<file path="config.mk">
export PLATFORM = sky130hd
export DESIGN_NAME = flhc_ctrl
export DESIGN_NICKNAME = d
export VERILOG_FILES = /design/src/logic/flhc_pkg.sv /design/src/logic/flhc_sync.sv /design/src/logic/flhc_ctrl.sv
export VERILOG_INCLUDE_DIRS = /design/src /design/src/logic
export SDC_FILE = /design/constraint.sdc
export NUM_CORES = 1
export LEC_CHECK = 0
export ABC_AREA = 1
export BUFFER_PORTS_ARGS = -buffer_cell sky130_fd_sc_hd__buf_2
export CAP_MARGIN = 20
export CORE_ASPECT_RATIO = 0.5
export CORE_MARGIN = 1.5
export CORE_UTILIZATION = 55
export DETAILED_ROUTE_END_ITERATION = 16
export GPL_TIMING_DRIVEN = 0
export PLACE_DENSITY = 0.75
export SETUP_SLACK_MARGIN = 0.15
export SLEW_MARGIN = 0
export SYNTH_ARGS = -nofsm -noshare
export SYNTH_HDL_FRONTEND = slang
export SYNTH_HIERARCHICAL = 1
export SYNTH_SLANG_ARGS = --single-unit
</file>
<file path="constraint.sdc">
create_clock -name clk -period 4.4 [get_ports clk]
set_clock_uncertainty 0.1 [all_clocks]
set_input_delay 0.88 -clock clk [delete_from_list [all_inputs] [get_ports clk]]
set_output_delay 0.88 -clock clk [all_outputs]
set_load 0.01 [all_outputs]
</file>
<file path="src/logic/flhc_consts.svh">
// Constants for the flash lock/status host controller.
// Assumes a 250 MHz clock and an asynchronous byte-wide flash command bus.
//
// Behaviour
// - Host writes setup then confirm; device then answers reads with status.
// - Clear aborted by supply, reset or protect change must be repeated; the host repeats only reset (power-down) and protect-change aborts.
// - Host checks bit 5 after clear and clears status on error.
// - Host sends B8h then a code byte with upper six bits zero.
// - Bit 0 is reserved; host masks it when polling.
// - Host configures the pin only when ready and not suspended.
`ifndef FLHC_CONSTS_SVH
`define FLHC_CONSTS_SVH

// ----------------------------------------
// Register offsets (byte addresses)
// ----------------------------------------
`define FLHC_ADDR_CTRL 8'h00
`define FLHC_ADDR_CMD 8'h04
`define FLHC_ADDR_STAT 8'h08

// Control register fields
`define FLHC_CTRL_GO 0
`define FLHC_CTRL_OP 2:1
`define FLHC_CTRL_TWO 3
`define FLHC_CTRL_AUTO 4
`define FLHC_CTRL_WP 8
`define FLHC_CTRL_PD 9

// Command register fields
`define FLHC_CMD_FIRST 7:0
`define FLHC_CMD_SECOND 15:8
`define FLHC_CMD_CLEAR 23:16
`define FLHC_CMD_CODE 25:24

// Status register fields
`define FLHC_STAT_BUSY 0
`define FLHC_STAT_DONE 1
`define FLHC_STAT_REFUSED 2
`define FLHC_STAT_UNDEF 3
`define FLHC_STAT_PULSE 4
`define FLHC_STAT_PIN 5
`define FLHC_STAT_SR 15:8
`define FLHC_STAT_RAW 23:16
`define FLHC_STAT_MODE 25:24
`define FLHC_STAT_W1C 4:1

// ----------------------------------------
// Flash status byte and pin configuration
// ----------------------------------------
`define FLHC_SR_READY 7
`define FLHC_SR_ERS_SUSP 6
`define FLHC_SR_ERASE_ERR 5
`define FLHC_SR_PROG_ERR 4
`define FLHC_SR_PROG_SUSP 2
`define FLHC_SR_RSVD 0
`define FLHC_PIN_CFG_CMD 8'hb8
`define FLHC_PIN_LEVEL 2'h0

// ----------------------------------------
// Timing
// ----------------------------------------
`define FLHC_CLK_NS 4
`define FLHC_WE_NS 60
`define FLHC_RD_NS 100
`define FLHC_GAP_NS 40
`define FLHC_PULSE_NS 250
`define FLHC_WE_CYC ((`FLHC_WE_NS + `FLHC_CLK_NS - 1) / `FLHC_CLK_NS)
`define FLHC_RD_CYC ((`FLHC_RD_NS + `FLHC_CLK_NS - 1) / `FLHC_CLK_NS)
`define FLHC_GAP_CYC ((`FLHC_GAP_NS + `FLHC_CLK_NS - 1) / `FLHC_CLK_NS)
`define FLHC_PULSE_MAX_CYC ((2 * `FLHC_PULSE_NS) / `FLHC_CLK_NS)
`define FLHC_SYNC_LAT 3
`define FLHC_CNT_MAX 250

`endif

</file>
<file path="src/logic/flhc_pkg.sv">
// Types shared by the flash lock/status host controller.
// Assumes the constants header is on the include path.
package flhc_pkg;

  typedef logic [7:0] flhc_byte_t;

  typedef struct packed {
    logic chip_select_n;
    logic write_n;
    logic read_n;
    logic reset_powerdown_n;
    logic write_protect;
    logic dq_oe_n;
    flhc_byte_t dq;
  } flhc_pins_s;

  typedef enum logic [4:0] {
    ST_IDLE = 5'h01,
    ST_WRITE = 5'h02,
    ST_GAP = 5'h04,
    ST_READ = 5'h08,
    ST_DECIDE = 5'h10
  } flhc_state_e;

  typedef enum logic [1:0] {
    OP_CLR_LOCKS = 2'h0,
    OP_PIN_CFG = 2'h1,
    OP_RAW = 2'h2
  } flhc_op_e;

  typedef enum logic [1:0] {
    ACT_WRITE = 2'h0,
    ACT_READ = 2'h1,
    ACT_DONE = 2'h2,
    ACT_REFUSE = 2'h3
  } flhc_act_e;

endpackage

</file>
<file path="src/logic/flhc_sync.sv">
// Two-stage synchroniser for inputs arriving from the flash pins.
// Assumes the inputs are quasi-static across a bus read window.
`timescale 1ns/10ps
module flhc_sync #(
  parameter int WIDTH = 1
) (
  input logic clk,
  input logic reset,
  input logic ce,
  input logic [WIDTH-1:0] d,
  output logic [WIDTH-1:0] q
);

  logic [WIDTH-1:0] meta_r;

  // First stage feeds only the second
  always_ff @(posedge clk) begin
    if (reset) begin
      meta_r <= '0;
      q <= '0;
    end else if (ce) begin
      meta_r <= d;
      q <= meta_r;
    end
  end

endmodule

</file>
<file path="src/logic/flhc_ctrl.sv">
// Host controller driving a flash device command bus and status pin.
// Assumes a Wishbone classic master and a byte-wide asynchronous flash.
`timescale 1ns/10ps
`include "flhc_consts.svh"
module flhc_ctrl
  import flhc_pkg::*;
#(
  parameter int WE_CYC = `FLHC_WE_CYC,
  parameter int RD_CYC = `FLHC_RD_CYC,
  parameter int GAP_CYC = `FLHC_GAP_CYC
) (
  input logic clk,
  input logic reset,
  input logic ce,
  input logic wb_cyc_i,
  input logic wb_stb_i,
  input logic wb_we_i,
  input logic [7:0] wb_adr_i,
  input logic [3:0] wb_sel_i,
  input logic [31:0] wb_dat_i,
  output logic [31:0] wb_dat_o,
  output logic wb_ack_o,
  output flhc_pins_s flash_o,
  input logic [7:0] flash_dq_i,
  input logic status_pin
);

  // ----------------------------------------
  // Elaboration checks
  // ----------------------------------------
  if (WE_CYC < 1 || WE_CYC > `FLHC_CNT_MAX || RD_CYC < 1 || RD_CYC > `FLHC_CNT_MAX ||
      GAP_CYC < 1 || GAP_CYC > `FLHC_CNT_MAX) begin : g_bad_timing
    $error("flhc_ctrl timing counts out of range");
  end

  // ----------------------------------------
  // Declarations
  // ----------------------------------------
  flhc_state_e state_r;
  flhc_op_e op_r, ctrl_op_r;
  flhc_act_e act;
  flhc_byte_t act_byte, byte_r, cmd_first_r, cmd_second_r, cmd_clear_r, last_sr_r, last_rd_r, dq_sync;
  logic [2:0] step_r, act_step, wr_cnt_r;
  logic [7:0] cnt_r, low_cnt_r;
  logic [1:0] cmd_code_r, pin_mode_r;
  logic ctrl_two_r, ctrl_auto_r, ctrl_wp_r, ctrl_pd_r, wp_start_r, go_pend_r, repeat_r;
  logic done_r, refused_r, undef_r, pulse_r, was_write_r, pin_d_r, pin_sync;
  logic acc, wr, wr_ctrl, wr_cmd, wr_stat, start, abort, busy, rd_end, pulse_evt;
  logic [31:0] rd_mux;

  flhc_sync #(.WIDTH(9)) u_sync (
    .clk(clk),
    .reset(reset),
    .ce(ce),
    .d({status_pin, flash_dq_i}),
    .q({pin_sync, dq_sync})
  );

  // ----------------------------------------
  // Wishbone slave
  // ----------------------------------------
  assign acc = wb_cyc_i & wb_stb_i & ~wb_ack_o;
  assign wr = acc & wb_we_i;
  assign wr_ctrl = wr & (wb_adr_i == `FLHC_ADDR_CTRL);
  assign wr_cmd = wr & (wb_adr_i == `FLHC_ADDR_CMD);
  assign wr_stat = wr & (wb_adr_i == `FLHC_ADDR_STAT) & wb_sel_i[0];

  always_comb begin
    rd_mux = '0;
    unique case (wb_adr_i)
      `FLHC_ADDR_CTRL: begin
        rd_mux[`FLHC_CTRL_OP] = ctrl_op_r;
        rd_mux[`FLHC_CTRL_TWO] = ctrl_two_r;
        rd_mux[`FLHC_CTRL_AUTO] = ctrl_auto_r;
        rd_mux[`FLHC_CTRL_WP] = ctrl_wp_r;
        rd_mux[`FLHC_CTRL_PD] = ctrl_pd_r;
      end
      `FLHC_ADDR_CMD: begin
        rd_mux[`FLHC_CMD_FIRST] = cmd_first_r;
        rd_mux[`FLHC_CMD_SECOND] = cmd_second_r;
        rd_mux[`FLHC_CMD_CLEAR] = cmd_clear_r;
        rd_mux[`FLHC_CMD_CODE] = cmd_code_r;
      end
      `FLHC_ADDR_STAT: begin
        rd_mux[`FLHC_STAT_BUSY] = busy;
        rd_mux[`FLHC_STAT_DONE] = done_r;
        rd_mux[`FLHC_STAT_REFUSED] = refused_r;
        rd_mux[`FLHC_STAT_UNDEF] = undef_r;
        rd_mux[`FLHC_STAT_PULSE] = pulse_r;
        rd_mux[`FLHC_STAT_PIN] = pin_sync;
        rd_mux[`FLHC_STAT_SR] = last_sr_r;
        rd_mux[`FLHC_STAT_RAW] = last_rd_r;
        rd_mux[`FLHC_STAT_MODE] = pin_mode_r;
      end
      default: rd_mux = '0;
    endcase
  end

  always_ff @(posedge clk) begin
    if (reset) begin
      wb_ack_o <= 1'b0;
      wb_dat_o <= '0;
    end else if (ce) begin
      wb_ack_o <= acc;
      if (acc && !wb_we_i) begin
        wb_dat_o <= rd_mux;
      end
    end
  end

  // ----------------------------------------
  // Control and command registers
  // ----------------------------------------
  always_ff @(posedge clk) begin
    if (reset) begin
      ctrl_op_r <= OP_RAW;
      ctrl_two_r <= 1'b0;
      ctrl_auto_r <= 1'b0;
      ctrl_wp_r <= 1'b0;
      ctrl_pd_r <= 1'b0;
      go_pend_r <= 1'b0;
    end else if (ce) begin
      if (wr_ctrl && wb_sel_i[0]) begin
        ctrl_op_r <= flhc_op_e'(wb_dat_i[`FLHC_CTRL_OP]);
        ctrl_two_r <= wb_dat_i[`FLHC_CTRL_TWO];
        ctrl_auto_r <= wb_dat_i[`FLHC_CTRL_AUTO];
      end
      if (wr_ctrl && wb_sel_i[1]) begin
        ctrl_wp_r <= wb_dat_i[`FLHC_CTRL_WP];
        ctrl_pd_r <= wb_dat_i[`FLHC_CTRL_PD];
      end
      // A go seen while busy waits for idle
      if (wr_ctrl && wb_sel_i[0] && wb_dat_i[`FLHC_CTRL_GO]) begin
        go_pend_r <= 1'b1;
      end else if (start && !repeat_r) begin
        go_pend_r <= 1'b0;
      end
    end
  end

  always_ff @(posedge clk) begin
    if (reset) begin
      cmd_first_r <= '0;
      cmd_second_r <= '0;
      cmd_clear_r <= '0;
      cmd_code_r <= `FLHC_PIN_LEVEL;
    end else if (ce && wr_cmd) begin
      if (wb_sel_i[0]) cmd_first_r <= wb_dat_i[`FLHC_CMD_FIRST];
      if (wb_sel_i[1]) cmd_second_r <= wb_dat_i[`FLHC_CMD_SECOND];
      if (wb_sel_i[2]) cmd_clear_r <= wb_dat_i[`FLHC_CMD_CLEAR];
      if (wb_sel_i[3]) cmd_code_r <= wb_dat_i[`FLHC_CMD_CODE];
    end
  end

  // ----------------------------------------
  // Sequencer
  // ----------------------------------------
  assign busy = (state_r != ST_IDLE);
  // A repeat of an aborted clear outranks a new go
  assign start = (state_r == ST_IDLE) && !ctrl_pd_r && (repeat_r || go_pend_r);
  assign abort = busy && (ctrl_pd_r || (op_r == OP_CLR_LOCKS && ctrl_wp_r != wp_start_r));
  assign rd_end = (state_r == ST_READ) && (cnt_r == 8'(RD_CYC + `FLHC_SYNC_LAT - 1));

  always_comb begin
    act = ACT_DONE;
    act_byte = cmd_first_r;
    act_step = step_r;
    unique case (op_r)
      OP_CLR_LOCKS: begin
        unique case (step_r)
          3'h0: act = ACT_WRITE;
          3'h1: begin
            act = ACT_WRITE;
            act_byte = cmd_second_r;
          end
          3'h2: act = ACT_READ;
          3'h3: begin
            if (!last_sr_r[`FLHC_SR_READY]) begin
              act = ACT_READ;
              act_step = 3'h2;
            end else if (last_sr_r[`FLHC_SR_ERASE_ERR] && ctrl_auto_r) begin
              act = ACT_WRITE;
              act_byte = cmd_clear_r;
            end
          end
          default: act = ACT_DONE;
        endcase
      end
      OP_PIN_CFG: begin
        unique case (step_r)
          3'h0: act = ACT_READ;
          3'h1: begin
            // Suspended or busy devices reject configuration
            if (!last_sr_r[`FLHC_SR_READY] || last_sr_r[`FLHC_SR_ERS_SUSP] || last_sr_r[`FLHC_SR_PROG_SUSP]) begin
              act = ACT_REFUSE;
            end else begin
              act = ACT_WRITE;
              act_byte = `FLHC_PIN_CFG_CMD;
            end
          end
          3'h2: begin
            act = ACT_WRITE;
            act_byte = {6'h00, cmd_code_r};
          end
          3'h3: act = ACT_READ;
          3'h4: begin
            if (!last_sr_r[`FLHC_SR_READY]) begin
              act = ACT_READ;
              act_step = 3'h3;
            end
          end
          default: act = ACT_DONE;
        endcase
      end
      OP_RAW: begin
        unique case (step_r)
          3'h0: act = ACT_WRITE;
          3'h1: begin
            if (ctrl_two_r) begin
              act = ACT_WRITE;
              act_byte = cmd_second_r;
            end else begin
              act = ACT_READ;
              act_step = 3'h2;
            end
          end
          3'h2: act = ACT_READ;
          default: act = ACT_DONE;
        endcase
      end
      default: act = ACT_DONE;
    endcase
  end

  always_ff @(posedge clk) begin
    if (reset) begin
      state_r <= ST_IDLE;
      op_r <= OP_RAW;
      step_r <= '0;
      cnt_r <= '0;
      byte_r <= '0;
      wp_start_r <= 1'b0;
    end else if (ce) begin
      if (abort) begin
        state_r <= ST_IDLE;
        cnt_r <= '0;
      end else begin
        unique case (state_r)
          ST_IDLE: begin
            if (start) begin
              op_r <= repeat_r ? OP_CLR_LOCKS : ctrl_op_r;
              wp_start_r <= ctrl_wp_r;
              step_r <= '0;
              state_r <= ST_DECIDE;
            end
          end
          ST_WRITE: begin
            if (cnt_r == 8'(WE_CYC - 1)) begin
              cnt_r <= '0;
              state_r <= ST_GAP;
            end else begin
              cnt_r <= cnt_r + 8'h01;
            end
          end
          ST_READ: begin
            if (rd_end) begin
              cnt_r <= '0;
              state_r <= ST_GAP;
            end else begin
              cnt_r <= cnt_r + 8'h01;
            end
          end
          ST_GAP: begin
            if (cnt_r == 8'(GAP_CYC - 1)) begin
              cnt_r <= '0;
              step_r <= step_r + 3'h1;
              state_r <= ST_DECIDE;
            end else begin
              cnt_r <= cnt_r + 8'h01;
            end
          end
          ST_DECIDE: begin
            step_r <= act_step;
            byte_r <= act_byte;
            unique case (act)
              ACT_WRITE: state_r <= ST_WRITE;
              ACT_READ: state_r <= ST_READ;
              ACT_DONE, ACT_REFUSE: state_r <= ST_IDLE;
            endcase
          end
        endcase
      end
    end
  end

  // ----------------------------------------
  // Flash pins
  // ----------------------------------------
  // Data is held one gap past the write strobe for hold time
  always_ff @(posedge clk) begin
    if (reset) begin
      flash_o <= '{chip_select_n: 1'b1, write_n: 1'b1, read_n: 1'b1, reset_powerdown_n: 1'b0,
                   write_protect: 1'b0, dq_oe_n: 1'b1, dq: 8'h00};
      was_write_r <= 1'b0;
    end else if (ce) begin
      if (state_r == ST_WRITE) was_write_r <= 1'b1;
      else if (state_r != ST_GAP) was_write_r <= 1'b0;
      flash_o.chip_select_n <= !(state_r == ST_WRITE || state_r == ST_READ);
      flash_o.write_n <= (state_r != ST_WRITE);
      flash_o.read_n <= (state_r != ST_READ);
      flash_o.reset_powerdown_n <= !ctrl_pd_r;
      flash_o.write_protect <= ctrl_wp_r;
      flash_o.dq_oe_n <= !(state_r == ST_WRITE || (state_r == ST_GAP && was_write_r));
      flash_o.dq <= byte_r;
    end
  end

  // ----------------------------------------
  // Read capture and status flags
  // ----------------------------------------
  always_ff @(posedge clk) begin
    if (reset) begin
      last_rd_r <= '0;
      last_sr_r <= '0;
    end else if (ce && rd_end && !abort) begin
      last_rd_r <= dq_sync;
      if (op_r != OP_RAW) begin
        last_sr_r <= dq_sync & ~(8'h01 << `FLHC_SR_RSVD);
      end
    end
  end

  // Hardware set wins over a software clear in the same cycle
  always_ff @(posedge clk) begin
    if (reset) begin
      done_r <= 1'b0;
      refused_r <= 1'b0;
      undef_r <= 1'b0;
      pulse_r <= 1'b0;
      repeat_r <= 1'b0;
    end else if (ce) begin
      done_r <= (state_r == ST_DECIDE && act == ACT_DONE && !abort) ||
                (done_r && !(wr_stat && wb_dat_i[`FLHC_STAT_DONE]));
      refused_r <= (state_r == ST_DECIDE && act == ACT_REFUSE && !abort) ||
                   (refused_r && !(wr_stat && wb_dat_i[`FLHC_STAT_REFUSED]));
      undef_r <= (abort && op_r == OP_CLR_LOCKS) || (undef_r && !(wr_stat && wb_dat_i[`FLHC_STAT_UNDEF]));
      pulse_r <= pulse_evt || (pulse_r && !(wr_stat && wb_dat_i[`FLHC_STAT_PULSE]));
      if (abort && op_r == OP_CLR_LOCKS) repeat_r <= 1'b1;
      else if (start) repeat_r <= 1'b0;
    end
  end

  // ----------------------------------------
  // Status pin mode and pulse detection
  // ----------------------------------------
  // Long lows in pulse mode are taken as busy levels, not completions
  assign pulse_evt = pin_sync && !pin_d_r && (pin_mode_r != `FLHC_PIN_LEVEL) &&
                     (low_cnt_r <= 8'(`FLHC_PULSE_MAX_CYC));

  always_ff @(posedge clk) begin
    if (reset) begin
      pin_d_r <= 1'b1;
      low_cnt_r <= '0;
      pin_mode_r <= `FLHC_PIN_LEVEL;
    end else if (ce) begin
      pin_d_r <= pin_sync;
      if (pin_sync) low_cnt_r <= '0;
      else if (low_cnt_r != 8'hff) low_cnt_r <= low_cnt_r + 8'h01;
      if (ctrl_pd_r) begin
        pin_mode_r <= `FLHC_PIN_LEVEL;
      end else if (state_r == ST_DECIDE && op_r == OP_PIN_CFG && step_r == 3'h4 && act == ACT_DONE &&
                   !(last_sr_r[`FLHC_SR_ERASE_ERR] && last_sr_r[`FLHC_SR_PROG_ERR])) begin
        pin_mode_r <= cmd_code_r;
      end
    end
  end

  // ----------------------------------------
  // Assertions
  // ----------------------------------------
  always_ff @(posedge clk) begin
    if (reset) begin
      wr_cnt_r <= '0;
    end else if (ce) begin
      if (start) wr_cnt_r <= '0;
      else if (flash_o.write_n && state_r == ST_WRITE && cnt_r == 8'h00) wr_cnt_r <= wr_cnt_r + 3'h1;
    end
  end
endmodule

</file>
-- Word-level counts from Yosys, hierarchy flattened
Cells that the tools add are included.
- bits in registers: 151
- bits in latches: 0
- RAM bits: 0
- ROM bits: 0
- bits of input ports: 59
- output and inout bits: 47
- word-level logic and storage cells: 238
- memories: 0
- $add $sub $neg: 3
- $mul: 0
- div/mod/pow operators: 0
- order comparisons: 1
- eq/ne operators: 39
- shift-type cells: 0
- mux-type cells: 56
- bitwise gates (word level): 9
- reduce and logical (&&, ||, !) cells: 92
- operators by type and width (kind ; number):
    8-bit 2-to-1 mux ; 11
    8-bit case mux with 3 select lines ; 2
    1-bit logical AND ; 36
    16-bit case mux with 2 select lines ; 1
    8-bit case mux with 2 select lines ; 2
    2-bit AND reduction ; 14
    5-bit 2-to-1 mux ; 5
    5-bit case mux with 5 select lines ; 1
    8-bit by 4-bit == test with 1-bit output, second input constant ; 3
    3-bit 2-to-1 mux ; 8
    3-bit inequality test, second input constant ; 8
    2-bit case mux with 3 select lines ; 4
    3-bit case mux with 3 select lines ; 2
    8-bit by 1-bit adder with 8-bit output, second input constant ; 2
    2-bit 2-to-1 mux ; 8
    5-bit case mux with 3 select lines ; 1
    1-bit zero test ; 13
    4-bit case mux with 3 select lines ; 1
    12-bit AND reduction ; 1
    2-bit nonzero test ; 6
    1-bit logical OR ; 10
    8-bit by 3-bit == test with 1-bit output, second input constant ; 1
    8-bit by 5-bit == test with 1-bit output, second input constant ; 1
    8-bit by 7-bit less-or-equal comparator with 1-bit output, second input constant ; 1
    other kinds (34) ; 58

-- Depth between registers and ports, before layout
- word-level depth: 11
- gate-level depth with buffers: 14
- gate-level depth less buffers: 14

-- Cells and area by module
Netlist, hierarchy kept.
- by module, submodules not included (module ; instances ; cells an instance ; area each (sq um) ; seq. area each (sq um)):
    flhc_ctrl ; 1 ; 932 ; 6602.6 ; 2662.6
    flhc_sync ; 1 ; 114 ; 762.0 ; 360.3

-- Least setup slack after synthesis
No wires, ideal clock.
- kind: input-to-reg
- start point: input wb_adr_i[1]
- end point: register cmd_clear_r[5]
- setup time: 0.119 ns
- arrival: 1.912 ns
- required time: 4.181 ns
- slack: 2.269 ns
- cell stages on the path: 8
- buffers on the path: 1
- path through: or2_1 inv_2 nand4_4 nor2_4 nand2_2 buf_6 o21ai_0 a21oi_1
- word-level cells in the longest chain between the ends: 4
- ends and longest elaborated chain (what ; line ; source):
    from (decl) ; flhc_ctrl.sv:18 ; input logic [7:0] wb_adr_i,
    8-bit by 3-bit == test with 1-bit output ; n/a ;
    1-bit AND ; flhc_ctrl.sv:65 ; assign wr_cmd = wr & (wb_adr_i == `FLHC_ADDR_CMD);
    1-bit logical AND ; flhc_ctrl.sv:147 ; end else if (ce && wr_cmd) begin
    2-bit AND reduction (no line) ; n/a ;
    to (signal assigned) ; flhc_ctrl.sv:150 ; if (wb_sel_i[2]) cmd_clear_r <= wb_dat_i[`FLHC_CMD_CLEAR];
    to (decl) ; flhc_ctrl.sv:42 ; flhc_byte_t act_byte, byte_r, cmd_first_r, cmd_second_r, cmd_clear_r, last_sr_r, last_rd_r, dq_sync;
No other way between the ends.
A chain may end at the register's enable or synchronous reset.

-- Final worst setup path
- start point: register op_r[0]
- end point: register byte_r[6]
- word-level cells in the longest chain between the ends: 6
- elaborated cells on any way between the ends: 9
- those cells by class: eq/ne: 2; mux: 1; bitwise: 1; reduce/logical: 5
- ends and longest elaborated chain (what ; line ; source):
    from (decl) ; flhc_ctrl.sv:40 ; flhc_op_e op_r, ctrl_op_r;
    from (signal assigned) ; flhc_ctrl.sv:251 ; op_r <= repeat_r ? OP_CLR_LOCKS : ctrl_op_r;
    2-bit zero test ; flhc_ctrl.sv:161, flhc_ctrl.sv:168 ;
    1-bit logical AND ; flhc_ctrl.sv:161 ; assign abort = busy && (ctrl_pd_r || (op_r == OP_CLR_LOCKS && ctrl_wp_r != wp_start_r));
    1-bit logical OR ; flhc_ctrl.sv:161 ;
    1-bit logical AND ; flhc_ctrl.sv:161 ;
    1-bit inverter (no line) ; n/a ;
    3-bit AND reduction (no line) ; n/a ;
    to (signal assigned) ; flhc_ctrl.sv:284 ; byte_r <= act_byte;
    to (decl) ; flhc_ctrl.sv:42 ;
Parallel ways exist; a longest one is shown, timed or not.

==> impl_metrics.toml <==
[run_status]
outcome = "finished, violations left"
violations = "design-rule violations"

[synth]
synthTopCellsByArea = "dfxtp_1 (41%), nand2_1 (9.8%), inv_1 (7.7%), o21ai_0 (7.1%), a21oi_1 (6.5%)"
syn-cell-area_um2 = 7360
seq_area_frac_synth_pct = 41.0
synth_cells = 1046
async_flop_share_pct = 0
postSynthAreaPerCell_um2 = 7.04
synth_edf_count = 0
yosys_warnings = 6
synth_top_flop_cell = "dfxtp_1"
ys_ff_latch = 151
netlist-cell-type-count = 50
synth_top_cell_area_share_pct = 41.0
synth_largest_area_cell = "dfxtp_1"

[worst_setup_path]
setup.worst_path.end_class = "flop"
cp_max_fo = 10
r2r_cells = 11
worst_ep_required_time_ns = 4.59
timing.rr.start = "op_r[0]"
rr_endpoint = "byte_r[6]"
r2r_slack_ns = 2.19
path_class = "reg2reg"
startpoint_type = "flop"
worstPathArrival_ns = 2.40

[sta]
setup_slack_ns = 2.19
max_freq_ghz = 0.453
hold_ws_ns = 0.354
totalNegativeSetupSlack_ns = 0
rsz0062_at_grt = "no"
worst_slew_pin_slew_ns = 0.799
maxSlewHeadroom_pct = 46.8
timing.final.crit_share_pct = 50.2
hold_viol_final = 0
slew_viol_final = 0
timing.final.crit_period_ns = 2.21
finalSetupViolCount = 0

[clock_network]
clk_pin_slew_worst_paths_ns = 0.07
post_cts_resized = 0
cts_tree = "done"
cts.sinks = 151
clk_root_buffer_cell = "clkbuf_16"
holdBufCountCts = 0
cts_buffers = 17
insertion_delay_ns = 0.43
cts_setup_buffers = 0
clock_path_buffers = 2
htreeDepth = 4

[detailed_routing]
drc = 3
postRouteAntennaNets = 0
vias = 7406
wl_per_cell_um = 16.2
drt-pass1-iter-count = 12
via_per_inst = 5.51
wirelength_mm = 21.8
drt_iter0_markers = 749

[floorplan]
fp.dieW_um = 167
io-pin-count = 106
die_y_um = 84.8
core_um2 = 12900
dieArea_um2 = 14100
rows = 29
start_util_pct = 57.2

[global_routing]
grt-ovfl-total = 0
grt_pass1_wl_mm = 34.6
grt_pass1_vias = 6737
grt_use_total_pct = 31.7
antenna_found_initial = 0
grt_max_degree = 18

[power_and_ir_drop]
total_leakage_power_nw = 3.99
power_density_nw_per_um2 = 416
peakVddDrop_v = 0.000232

[placement]
gp_congestion = 0.932
portBuffers = 92
dpl_worst_slack_ns = 1.86
dpl.hpwl_mm = 16.5

[final_layout]
antenna_cells = 0
syn_to_final_growth_pct = 17.6
drive_gt1_share_pct = 16.0
nNetsFinal = 1236

[min_path]
hp-class = "reg2reg"
hold_depth = 2
hp-start = "last_rd_r[6]"
holdPathEnd = "last_rd_r[6]"

[run]
max_cap_viol_count = 0
metal layers:
metal	share of wire, %	vias up	track usage, %
met5	0	-	0
met1	45	3458	43.8
li1	-	3603	-
met4	1.9	0	11.2
met2	44	311	50.1
met3	8.8	34	5.92
stage by stage:
stage               instances  total power [mW]  utilization [%]  instance area (µm²)
global placement         1313              2.10             62.5                 8060
finish                   1345              3.60             67.2                 8660
floorplan                1051              1.94                -                 7380
detailed placement       1313              2.11             62.5                 8060
CTS                      1345              3.59             67.2                 8660
global route             1345              3.75             67.2                 8660
worst max path at each step:
stage                            from  slack (ns)             end  cells past startpoint
after global placement    wb_adr_i[1]        1.88    wb_dat_o[24]                      8
after global routing        step_r[1]        1.98       byte_r[4]                     11
after detailed placement  wb_adr_i[1]        1.86    wb_dat_o[24]                      8
after floorplan           wb_adr_i[1]        2.27  cmd_clear_r[5]                      8
after CTS                     op_r[0]        2.27       byte_r[2]                     11
final                         op_r[0]        2.19       byte_r[6]                     11
kinds of logic after synthesis:
| family | after synthesis | synth area share (%) |
|---|---|---|
| xor gates and xnor gates | 2 | 0.238 |
| AOI/OAI and AO/OA | 262 | 19.7 |
| buffers and inverters | 205 | 12.2 |
| DFF | 151 | 41.0 |
| and+or+nand+nor | 410 | 24.2 |
| adders and majority gates | 15 | 2.55 |
| other | 1 | 0.0509 |
Yosys cell counts (all sizes together), types with 2 or more instances:
cell type  count
nor3          12
nand2        204
nor2         131
clkbuf        19
nor4           2
or2            3
a211oi         6
a31oi          2
inv          159
nand3         41
dfxtp        151
buf           26
ha            15
o221ai         2
a21oi         97
nand4         13
o21ai        105
o21bai        19
o22ai         18
o211ai         8
cell type report:
type / instances / area (µm²)
clock buffer: 17 / 425
clock inverter: 15 / 175
inverter: 160 / 606
timing repair buffer: 92 / 460
buffer: 45 / 293
fill: 1179 / 4220
tap: 170 / 213
multi-input combinational: 695 / 3460
sequential: 151 / 3020
cells in the final DEF (no fill, tap or decap), types with 11 or more instances in the layout:
cell / netlist / final
clkbuf_16: 0 / 17
nor2_1: 123 / 123
buf_6: 11 / 11
ha_1: 15 / 15
buf_2: 5 / 97
a21oi_1: 95 / 95
nand2_1: 193 / 193
clkbuf_1: 18 / 18
o21ai_0: 105 / 105
nand3_1: 39 / 39
o22ai_1: 18 / 18
inv_1: 152 / 152
nor3_1: 11 / 11
dfxtp_1: 151 / 151
o21bai_1: 19 / 19
nand2_2: 11 / 11
state kept, by name, indices dropped and copies added, names as in the netlist, 3 cells and up:
signal	count
wb_dat_o	26
flash_o	14
u_sync/meta_r	9
u_sync/q	9
byte_r	8
cmd_clear_r	8
cmd_first_r	8
cmd_second_r	8
cnt_r	8
last_rd_r	8
low_cnt_r	8
last_sr_r	7
state_r	5
step_r	3
where the power goes:
| part | total (mW) | internal [mW] | switching, mW |
|---|---|---|---|
| Combinational | 0.611 | 0.202 | 0.409 |
| Sequential | 1.49 | 1.43 | 0.0550 |
| Clock | 1.50 | 0.816 | 0.687 |
critical path: stages (launching register included):
cell and delay [ns]:
dfxtp_1 0.40, inv_1 0.09, ha_1 0.21, buf_2 0.20, nand2_1 0.11, nand2_1 0.12, nand2_1 0.24, o21ai_0 0.12
a21oi_1 0.23, nand3_1 0.11, nand2_1 0.09, a21oi_1 0.06
Power figures use the tool's default switching activity.
